[config.mk]
export PLATFORM = sky130hd
export DESIGN_NAME = boot_clock_cfg
export DESIGN_NICKNAME = d
export VERILOG_FILES = /design/src/rtl/boot_clk_pkg.sv /design/src/rtl/cfg_fields_if.sv /design/src/rtl/cfg_field_decode.sv /design/src/rtl/av_word_slave.sv /design/src/rtl/boot_clock_cfg.sv
export SDC_FILE = /design/constraint.sdc
export NUM_CORES = 1
export LEC_CHECK = 0
export BUFFER_PORTS_ARGS = -buffer_cell sky130_fd_sc_hd__buf_4
export CAP_MARGIN = 25
export CELL_PAD_IN_SITES_DETAIL_PLACEMENT = 1
export CELL_PAD_IN_SITES_GLOBAL_PLACEMENT = 1
export CORE_ASPECT_RATIO = 1.25
export CORE_UTILIZATION = 40
export CTS_CLUSTER_SIZE = 25
export DETAILED_ROUTE_END_ITERATION = 12
export PLACE_DENSITY_LB_ADDON = 0.3
export SYNTH_ARGS = -nofsm -noshare
export SYNTH_HDL_FRONTEND = slang
export SYNTH_HIERARCHICAL = 1
export SYNTH_SLANG_ARGS = --single-unit
[constraint.sdc]
create_clock -name mclk -period 2.7 [get_ports mclk]
set_input_delay 0.81 -clock mclk [delete_from_list [all_inputs] [get_ports mclk]]
set_output_delay 0.81 -clock mclk [all_outputs]
set_load 0.03 [all_outputs]
[src/rtl/boot_clk_pkg.sv]
// Package: register map, field layout and ratio tables of the boot clock word
package boot_clk_pkg;
    // Register byte addresses
    localparam logic [3:0]  CFG_WORD_OFFSET   = 4'h0;
    localparam logic [3:0]  CTRL_OFFSET       = 4'h4;
    localparam logic [3:0]  STATUS_OFFSET     = 4'h8;
    localparam logic [3:0]  RATIO_OFFSET      = 4'hc;
    // Field positions in the configuration word
    localparam int          ODIV_LSB          = 16;
    localparam int          USB_BYPASS_BIT    = 15;
    localparam int          USB_IDIV_LSB      = 8;
    localparam int          MUL_LSB           = 4;
    localparam int          IDIV_LSB          = 0;
    // Reserved positions that must be programmed as ones
    localparam logic [31:0] RSVD_MASK         = 32'hfff8_7888;
    // Erased non-volatile word, used until a word has been captured
    localparam logic [31:0] CFG_RESET         = 32'hffff_ffff;
    // Answer for an unmapped address
    localparam logic [31:0] UNMAPPED_DATA     = 32'h0000_0000;
    // Status bit positions
    localparam int          ST_VALID_BIT      = 0;
    localparam int          ST_RSVD_ERR_BIT   = 1;
    localparam int          ST_USB_ON_BIT     = 2;
    localparam int          ST_USB_PRESENT_BIT = 3;
    // Read latency of the slave in cycles
    localparam int          READ_WAIT         = 1;

    typedef logic [2:0] sel_type;

    // Output divisor as a shift amount: 1,2,4,8,16,32,64,256
    function automatic logic [3:0] odiv_shift(input sel_type s);
        case (s)
            3'h7:    odiv_shift = 4'h8;
            default: odiv_shift = {1'b0, s};
        endcase
    endfunction : odiv_shift

    // Multiplier ratio: 15..21 then 24
    function automatic logic [4:0] mul_ratio(input sel_type s);
        case (s)
            3'h7:    mul_ratio = 5'h18;
            default: mul_ratio = 5'h0f + {2'h0, s};
        endcase
    endfunction : mul_ratio

    // USB input divider: 1..6 then 10, 12
    function automatic logic [3:0] usb_div_ratio(input sel_type s);
        case (s)
            3'h6:    usb_div_ratio = 4'ha;
            3'h7:    usb_div_ratio = 4'hc;
            default: usb_div_ratio = {1'b0, s} + 4'h1;
        endcase
    endfunction : usb_div_ratio
endpackage : boot_clk_pkg

[src/rtl/cfg_fields_if.sv]
// Interface: decoded clock settings passed from decoder to register slave
`timescale 1ns/1ps
interface cfg_fields_if;
    logic        valid;
    logic [8:0]  odiv_ratio_log;
    logic [4:0]  mul_ratio;
    logic        usb_on;
    logic [3:0]  usb_div_ratio;
    logic [2:0]  in_div_sel;
    logic        rsvd_err;
    modport producer (output valid, odiv_ratio_log, mul_ratio, usb_on, usb_div_ratio, in_div_sel, rsvd_err);
    modport consumer (input  valid, odiv_ratio_log, mul_ratio, usb_on, usb_div_ratio, in_div_sel, rsvd_err);
endinterface : cfg_fields_if

[src/rtl/cfg_field_decode.sv]
// Decoder: turns the captured configuration word into clock ratios
`timescale 1ns/1ps
module cfg_field_decode #(
    parameter bit HAS_USB = 1'b1
) (
    // Clock and reset
    input  wire logic        mclk,
    input  wire logic        arst_n,
    // Captured word
    input  wire logic        word_valid,
    input  wire logic [31:0] word,
    // Decoded settings
    cfg_fields_if.producer   fields
);
    logic [8:0] odiv_q;
    logic [4:0] mul_q;
    logic       usb_on_q;
    logic [3:0] usb_div_q;
    logic [2:0] idiv_q;
    logic       rsvd_q;
    logic       valid_q;

    // Registered decode so the ratio outputs never glitch
    always_ff @(posedge mclk or negedge arst_n)
    begin
        if (!arst_n)
        begin
            odiv_q    <= 9'h001;
            mul_q     <= 5'h0f;
            usb_on_q  <= 1'b0;
            usb_div_q <= 4'h1;
            idiv_q    <= 3'h0;
            rsvd_q    <= 1'b0;
            valid_q   <= 1'b0;
        end
        else
        begin
            valid_q  <= word_valid;
            odiv_q   <= 9'(9'h001 << boot_clk_pkg::odiv_shift(word[boot_clk_pkg::ODIV_LSB +: 3]));
            mul_q    <= boot_clk_pkg::mul_ratio(word[boot_clk_pkg::MUL_LSB +: 3]);
            // Parts without USB ignore these positions
            usb_on_q <= HAS_USB & ~word[boot_clk_pkg::USB_BYPASS_BIT];
            usb_div_q <= HAS_USB ? boot_clk_pkg::usb_div_ratio(word[boot_clk_pkg::USB_IDIV_LSB +: 3])
                                 : 4'h1;
            idiv_q   <= word[boot_clk_pkg::IDIV_LSB +: 3];
            rsvd_q   <= word_valid & ((word & boot_clk_pkg::RSVD_MASK) != boot_clk_pkg::RSVD_MASK);
        end
    end

    assign fields.valid          = valid_q;
    assign fields.odiv_ratio_log = odiv_q;
    assign fields.mul_ratio      = mul_q;
    assign fields.usb_on         = usb_on_q;
    assign fields.usb_div_ratio  = usb_div_q;
    assign fields.in_div_sel     = idiv_q;
    assign fields.rsvd_err       = rsvd_q;

    // Checks on decode
    mul_top_a: assert property (@(posedge mclk) disable iff (!arst_n)
        word[6:4] == 3'h7 |=> mul_q == 5'h18) else $error("multiplier 24 not decoded");
    odiv_top_a: assert property (@(posedge mclk) disable iff (!arst_n)
        word[18:16] == 3'h7 |=> odiv_q == 9'h100) else $error("divisor 256 not decoded");
    odiv_one_a: assert property (@(posedge mclk) disable iff (!arst_n)
        word[18:16] == 3'h0 |=> odiv_q == 9'h001) else $error("divisor 1 not decoded");
    usb_div_a: assert property (@(posedge mclk) disable iff (!arst_n)
        HAS_USB && word[10:8] == 3'h6 |=> usb_div_q == 4'ha) else $error("usb divider 10 wrong");
    usb_bypass_a: assert property (@(posedge mclk) disable iff (!arst_n)
        word[15] |=> !usb_on_q) else $error("usb pll on while bypassed");
endmodule : cfg_field_decode

[src/rtl/av_word_slave.sv]
// Avalon-MM read-only slave over the three mapped words
`timescale 1ns/1ps
module av_word_slave (
    // Clock and reset
    input  wire logic        mclk,
    input  wire logic        arst_n,
    // Avalon-MM
    input  wire logic [3:0]  address,
    input  wire logic        read,
    input  wire logic        write,
    output logic      [31:0] readdata,
    output logic             waitrequest,
    // Word sources
    input  wire logic [31:0] word0,
    input  wire logic [31:0] word2,
    input  wire logic [31:0] word3
);
    logic        done_q;
    logic [31:0] rdata_q;

    // One wait state on reads; writes are accepted at once and dropped
    always_ff @(posedge mclk or negedge arst_n)
    begin
        if (!arst_n)
            done_q <= 1'b0;
        else
            done_q <= read & ~done_q;
    end

    // Read mux registered for clean data
    always_ff @(posedge mclk or negedge arst_n)
    begin
        if (!arst_n)
            rdata_q <= 32'h0000_0000;
        else if (read && !done_q)
        begin
            case (address)
                boot_clk_pkg::CFG_WORD_OFFSET: rdata_q <= word0;
                boot_clk_pkg::STATUS_OFFSET:   rdata_q <= word2;
                boot_clk_pkg::RATIO_OFFSET:    rdata_q <= word3;
                default:                       rdata_q <= boot_clk_pkg::UNMAPPED_DATA;
            endcase
        end
    end

    assign waitrequest = read & ~done_q;
    assign readdata    = rdata_q;

    read_wait_a: assert property (@(posedge mclk) disable iff (!arst_n)
        $rose(read) |-> waitrequest ##1 !waitrequest) else $error("read latency not one wait");
    write_fast_a: assert property (@(posedge mclk) disable iff (!arst_n)
        write |-> !waitrequest) else $error("write stalled");
    rd_cov: cover property (@(posedge mclk) disable iff (!arst_n) read && !waitrequest);
    wr_cov: cover property (@(posedge mclk) disable iff (!arst_n) write);
endmodule : av_word_slave

[src/rtl/boot_clock_cfg.sv]
// Top: boot clock configuration capture, decode and register access
`timescale 1ns/1ps
module boot_clock_cfg #(
    parameter bit HAS_USB = 1'b1
) (
    // Clock and reset
    mclk,
    arst_n,
    // Non-volatile word at power-up
    nv_word,
    nv_word_valid,
    // Avalon-MM slave
    address,
    read,
    write,
    writedata,
    readdata,
    waitrequest,
    // Clock settings out
    cfg_ready,
    pll_output_divisor_sel,
    pll_multiplier_sel,
    pll_input_divisor_sel,
    usb_pll_bypass,
    usb_pll_input_div_sel,
    pll_mul_ratio,
    pll_out_div_ratio,
    usb_pll_div_ratio,
    usb_pll_enable,
    rsvd_error
);
    input  wire logic        mclk;
    input  wire logic        arst_n;
    input  wire logic [31:0] nv_word;
    input  wire logic        nv_word_valid;
    input  wire logic [3:0]  address;
    input  wire logic        read;
    input  wire logic        write;
    input  wire logic [31:0] writedata;
    output logic      [31:0] readdata;
    output logic             waitrequest;
    output logic             cfg_ready;
    output logic      [2:0]  pll_output_divisor_sel;
    output logic      [2:0]  pll_multiplier_sel;
    output logic      [2:0]  pll_input_divisor_sel;
    output logic             usb_pll_bypass;
    output logic      [2:0]  usb_pll_input_div_sel;
    output logic      [4:0]  pll_mul_ratio;
    output logic      [8:0]  pll_out_div_ratio;
    output logic      [3:0]  usb_pll_div_ratio;
    output logic             usb_pll_enable;
    output logic             rsvd_error;

    cfg_fields_if fields ();

    logic [31:0] word_q;
    logic        captured_q;

    // One-time capture: later strobes are ignored, the word is fixed till reset
    always_ff @(posedge mclk or negedge arst_n)
    begin
        if (!arst_n)
        begin
            word_q     <= boot_clk_pkg::CFG_RESET;
            captured_q <= 1'b0;
        end
        else if (nv_word_valid && !captured_q)
        begin
            word_q     <= nv_word;
            captured_q <= 1'b1;
        end
    end

    cfg_field_decode #(.HAS_USB(HAS_USB)) u_dec (
        .mclk       (mclk),
        .arst_n     (arst_n),
        .word_valid (captured_q),
        .word       (word_q),
        .fields     (fields.producer)
    );

    logic [31:0] status_w;
    logic [31:0] ratio_w;

    // Status and ratio words built from decoded state
    always_comb
    begin
        status_w = 32'h0000_0000;
        status_w[boot_clk_pkg::ST_VALID_BIT]       = fields.valid;
        status_w[boot_clk_pkg::ST_RSVD_ERR_BIT]    = fields.rsvd_err;
        status_w[boot_clk_pkg::ST_USB_ON_BIT]      = fields.usb_on;
        status_w[boot_clk_pkg::ST_USB_PRESENT_BIT] = HAS_USB;
        ratio_w = {7'h00, fields.odiv_ratio_log, fields.usb_div_ratio, 4'h0, fields.mul_ratio, fields.in_div_sel};
    end

    av_word_slave u_bus (
        .mclk        (mclk),
        .arst_n      (arst_n),
        .address     (address),
        .read        (read),
        .write       (write),
        .readdata    (readdata),
        .waitrequest (waitrequest),
        .word0       (word_q),
        .word2       (status_w),
        .word3       (ratio_w)
    );

    // Raw fields straight from the held word, except the input divisor select taken from the decoder register and the USB bypass tied to 1 without USB
    assign pll_output_divisor_sel = word_q[boot_clk_pkg::ODIV_LSB +: 3];
    assign pll_multiplier_sel     = word_q[boot_clk_pkg::MUL_LSB +: 3];
    assign pll_input_divisor_sel  = fields.in_div_sel;
    assign usb_pll_bypass         = HAS_USB ? word_q[boot_clk_pkg::USB_BYPASS_BIT] : 1'b1;
    assign usb_pll_input_div_sel  = word_q[boot_clk_pkg::USB_IDIV_LSB +: 3];
    // Decoded ratios, registered in the decoder
    assign cfg_ready              = fields.valid;
    assign pll_mul_ratio          = fields.mul_ratio;
    assign pll_out_div_ratio      = fields.odiv_ratio_log;
    assign usb_pll_div_ratio      = fields.usb_div_ratio;
    assign usb_pll_enable         = fields.usb_on;
    assign rsvd_error             = fields.rsvd_err;

    // Checks on capture and visibility
    hold_word_a: assert property (@(posedge mclk) disable iff (!arst_n)
        captured_q |=> $stable(word_q)) else $error("captured word changed");
    ready_lag_a: assert property (@(posedge mclk) disable iff (!arst_n)
        $rose(captured_q) |=> cfg_ready) else $error("ready not one cycle after capture");
    no_usb_a: assert property (@(posedge mclk) disable iff (!arst_n)
        !HAS_USB |-> !usb_pll_enable && usb_pll_bypass) else $error("usb active on part without usb");
    rsvd_flag_a: assert property (@(posedge mclk) disable iff (!arst_n)
        captured_q && word_q[3] == 1'b0 |=> rsvd_error) else $error("reserved zero not flagged");
    cap_cov: cover property (@(posedge mclk) disable iff (!arst_n) $rose(cfg_ready));
    err_cov: cover property (@(posedge mclk) disable iff (!arst_n) rsvd_error);
    usb_cov: cover property (@(posedge mclk) disable iff (!arst_n) usb_pll_enable);
endmodule : boot_clock_cfg

==> results.py <==
metrics = {
    "sta": {
        "tns_ns": 0,
        "timing.hold.ws_ns": 0.408,
        "hold_viol_final": 0,
        "rsz0062_at_grt": "false",
        "relSlewSlack": 0.534,
        "finalClockSkew_ns": 0.00326,
        "clock.fmax_mhz": 494,
        "final.period_utilization": 0.750,
        "tightest_slew_ns": 0.697,
        "finalMaxSlewViolations": 0,
        "final.min_clock_period_ns": 2.03,
        "final-setup-viol-count": 0,
    },
    "worst_setup_path": {
        "cp_data_arrival_time_ns": 1.22,
        "path_class": "primary input to output port",
        "critPathMaxFanout": 3,
        "reg2regPathDepth": 3,
        "start_kind": "primary input",
        "worstPathRequired_ns": 1.89,
        "cp-end-kind": "output port",
    },
    "pwr": {
        "power.share.clock": 0.391,
        "ir_worst_vdd_uv": 348,
        "swShare": 0.265,
        "internal_power_mw": 2.70,
        "total_power_mw": 3.67,
        "leakagePower_nw": 2.50,
        "power_density_nw_per_um2": 673,
        "seqPwrFrac": 0.443,
        "combPwrFrac": 0.166,
        "p_sw_uw": 974,
    },
    "layout": {
        "fin_nets": 531,
        "area_growth_pct": 31.0,
        "final_common_cell": "buf_4",
        "antenna_cells": 0,
        "final_cell_mix": "buf_4, dfrtp_1, conb_1",
        "layout-drive-gt1-share": 0.508,
        "utilization": 0.540,
    },
    "synth": {
        "synth.avg_cell_area_um2": 12.9,
        "synthFlopType": "dfrtp_1",
        "synth_edf_count": 0,
        "ys_async_sr_fraction": 1.00,
        "ys_ff_latch": 90,
        "ys_warn_count": 6,
        "ys_types": 39,
        "yosysSeqAreaShare": 0.552,
        "syn-cell-area_um2": 4160,
        "synthCells": 323,
    },
    "route": {
        "routed_via_density": 5.14,
        "drt_iter0_drc": 144,
        "dr_total_vias": 3035,
        "antenna_left": 0,
        "drc": 0,
        "avgRoutedWirePerCell_um": 18.8,
        "drtPass1Iterations": 4,
        "routed_wl_um": 11100,
    },
    "placement": {
        "dp_hpwl_um": 7300,
        "gp_congestion": 0.744,
        "port_buffers": 106,
    },
    "floorplan": {
        "core-area_um2": 10100,
        "die_x_um": 93.3,
        "die_area_um2": 10800,
        "die_h_um": 116,
        "pin_count": 140,
        "row_count": 41,
        "start_util": 0.412,
    },
    "global_route": {
        "grt_pass1_wl_um": 17700,
        "grt_use_total": 0.219,
        "overflow": 0,
        "grt_max_degree": 91,
        "grt_antenna_before_repair": 0,
        "grt_pass1_vias": 3328,
    },
    "clocking": {
        "insertion_delay_ns": 0.33,
        "clock_sinks": 90,
        "postCtsSetupBuffers": 0,
        "root_buffer": "clkbuf_16",
        "ctsHoldBuffers": 0,
        "numCtsBuffers": 9,
        "clock_path_buffers": 2,
        "htree_num_levels": 3,
        "cts_tree": "yes",
        "cts_resized": 0,
        "path_clk_slew_ns": 0.07,
    },
    "run_status": {
        "status": "finished, final reports clean",
    },
    "worst_hold_path": {
        "hold_class": "flip-flop to flip-flop",
        "min_path_cells": 0,
    },
    "job": {
        "drv_cap": 0,
    },
}
==> cell families after synthesis <==
| group | synth area share |
|---|---|
| simple gates | 0.0814 |
| other cells | 0.00270 |
| compound gates | 0.107 |
| flops | 0.552 |
| mux | 0.187 |
| fa+ha+maj | 0.00601 |
| buf+inv | 0.0640 |
==> power groups by stage <==
stage | clock [mW] | combinational [mW] | sequential, mW
2_1_floorplan | 0 | 0.284 | 1.72
3_3_place_gp | 0 | 0.593 | 1.64
3_5_place_dp | 0 | 0.608 | 1.65
4_1_cts | 1.45 | 0.614 | 1.63
5_1_grt | 1.52 | 0.652 | 1.64
6_report | 1.43 | 0.609 | 1.63
==> final timing paths <==
kind,end,slack (ns),from
min reg2reg,u_dec/fields.in_div_sel[2]$_DFF_PN0_,0.41,word_q[2]$_DFFE_PN1P_
min in group asynchronous,u_dec/fields.odiv_ratio_log[6]$_DFF_PN0_,0.50,arst_n
max in group asynchronous,u_dec/fields.usb_div_ratio[0]$_DFF_PN1_,1.79,arst_n
max reg2reg,u_bus/readdata[3]$_DFFE_PN0P_,1.13,u_bus/done_q$_DFF_PN0_
max,waitrequest,0.67,read
min,u_dec/fields.in_div_sel[2]$_DFF_PN0_,0.41,word_q[2]$_DFFE_PN1P_
==> through the flow <==
step	worst slack, ns	area, um2	std cells
global route	0.658	5450	590
floorplan	0.516	4310	361
finish	0.675	5450	590
CTS	0.676	5450	590
global placement	0.462	5110	574
detailed placement	0.420	5110	574
==> synthesized netlist by cell type, drive strengths merged (2+ instances only) <==
| cell type | instances | area [um2] |
|---|---|---|
| a222oi | 6 | 60.1 |
| a22oi | 26 | 195 |
| and3b | 2 | 17.5 |
| buf | 24 | 218 |
| clkbuf | 5 | 18.8 |
| conb | 3 | 11.3 |
| dfrtp | 52 | 1300 |
| dfstp | 38 | 998 |
| ha | 2 | 25.0 |
| inv | 8 | 30.0 |
| mux2 | 59 | 777 |
| nand2 | 36 | 135 |
| nand4 | 4 | 25.0 |
| nor2 | 4 | 15.0 |
| nor2b | 2 | 20.0 |
| nor3 | 2 | 15.0 |
| nor3b | 3 | 22.5 |
| o21ai | 34 | 170 |
| or2 | 2 | 12.5 |
==> worst max-delay path: stages <==
cell      delay (ns)
buf_4           0.12
nand2b_4        0.08
inv_2           0.04
buf_4           0.16
==> final cells by class <==
| cell class | count | area, um2 |
|---|---|---|
| tap | 129 | 161 |
| timing repair buffer | 113 | 873 |
| sequential | 90 | 2300 |
| clock inverter | 7 | 118 |
| multi-input combinational | 234 | 1750 |
| fill | 1088 | 4650 |
| clock buffer | 9 | 225 |
| inverter | 8 | 30.0 |
==> routing by layer <==
layer | global-route usage | routed length (um) | part of all wire | vias to the layer above
met2 | 0.378 | 5840 | 0.53 | 72
met5 | 0 | 0 | 0 | -
met4 | 0.0872 | 191 | 0.017 | 0
li1 | - | - | - | 1374
met3 | 0.0367 | 406 | 0.037 | 13
met1 | 0.273 | 4670 | 0.42 | 1576
==> flip-flops by register name (all words and copies together), names as in the netlist, 3 cells and up <==
name / cells
u_bus/readdata: 32
word_q: 32
u_dec/fields.odiv_ratio_log: 9
u_dec/fields.mul_ratio: 5
u_dec/fields.usb_div_ratio: 4
u_dec/fields.in_div_sel: 3
(Power assumes the default switching activity.)
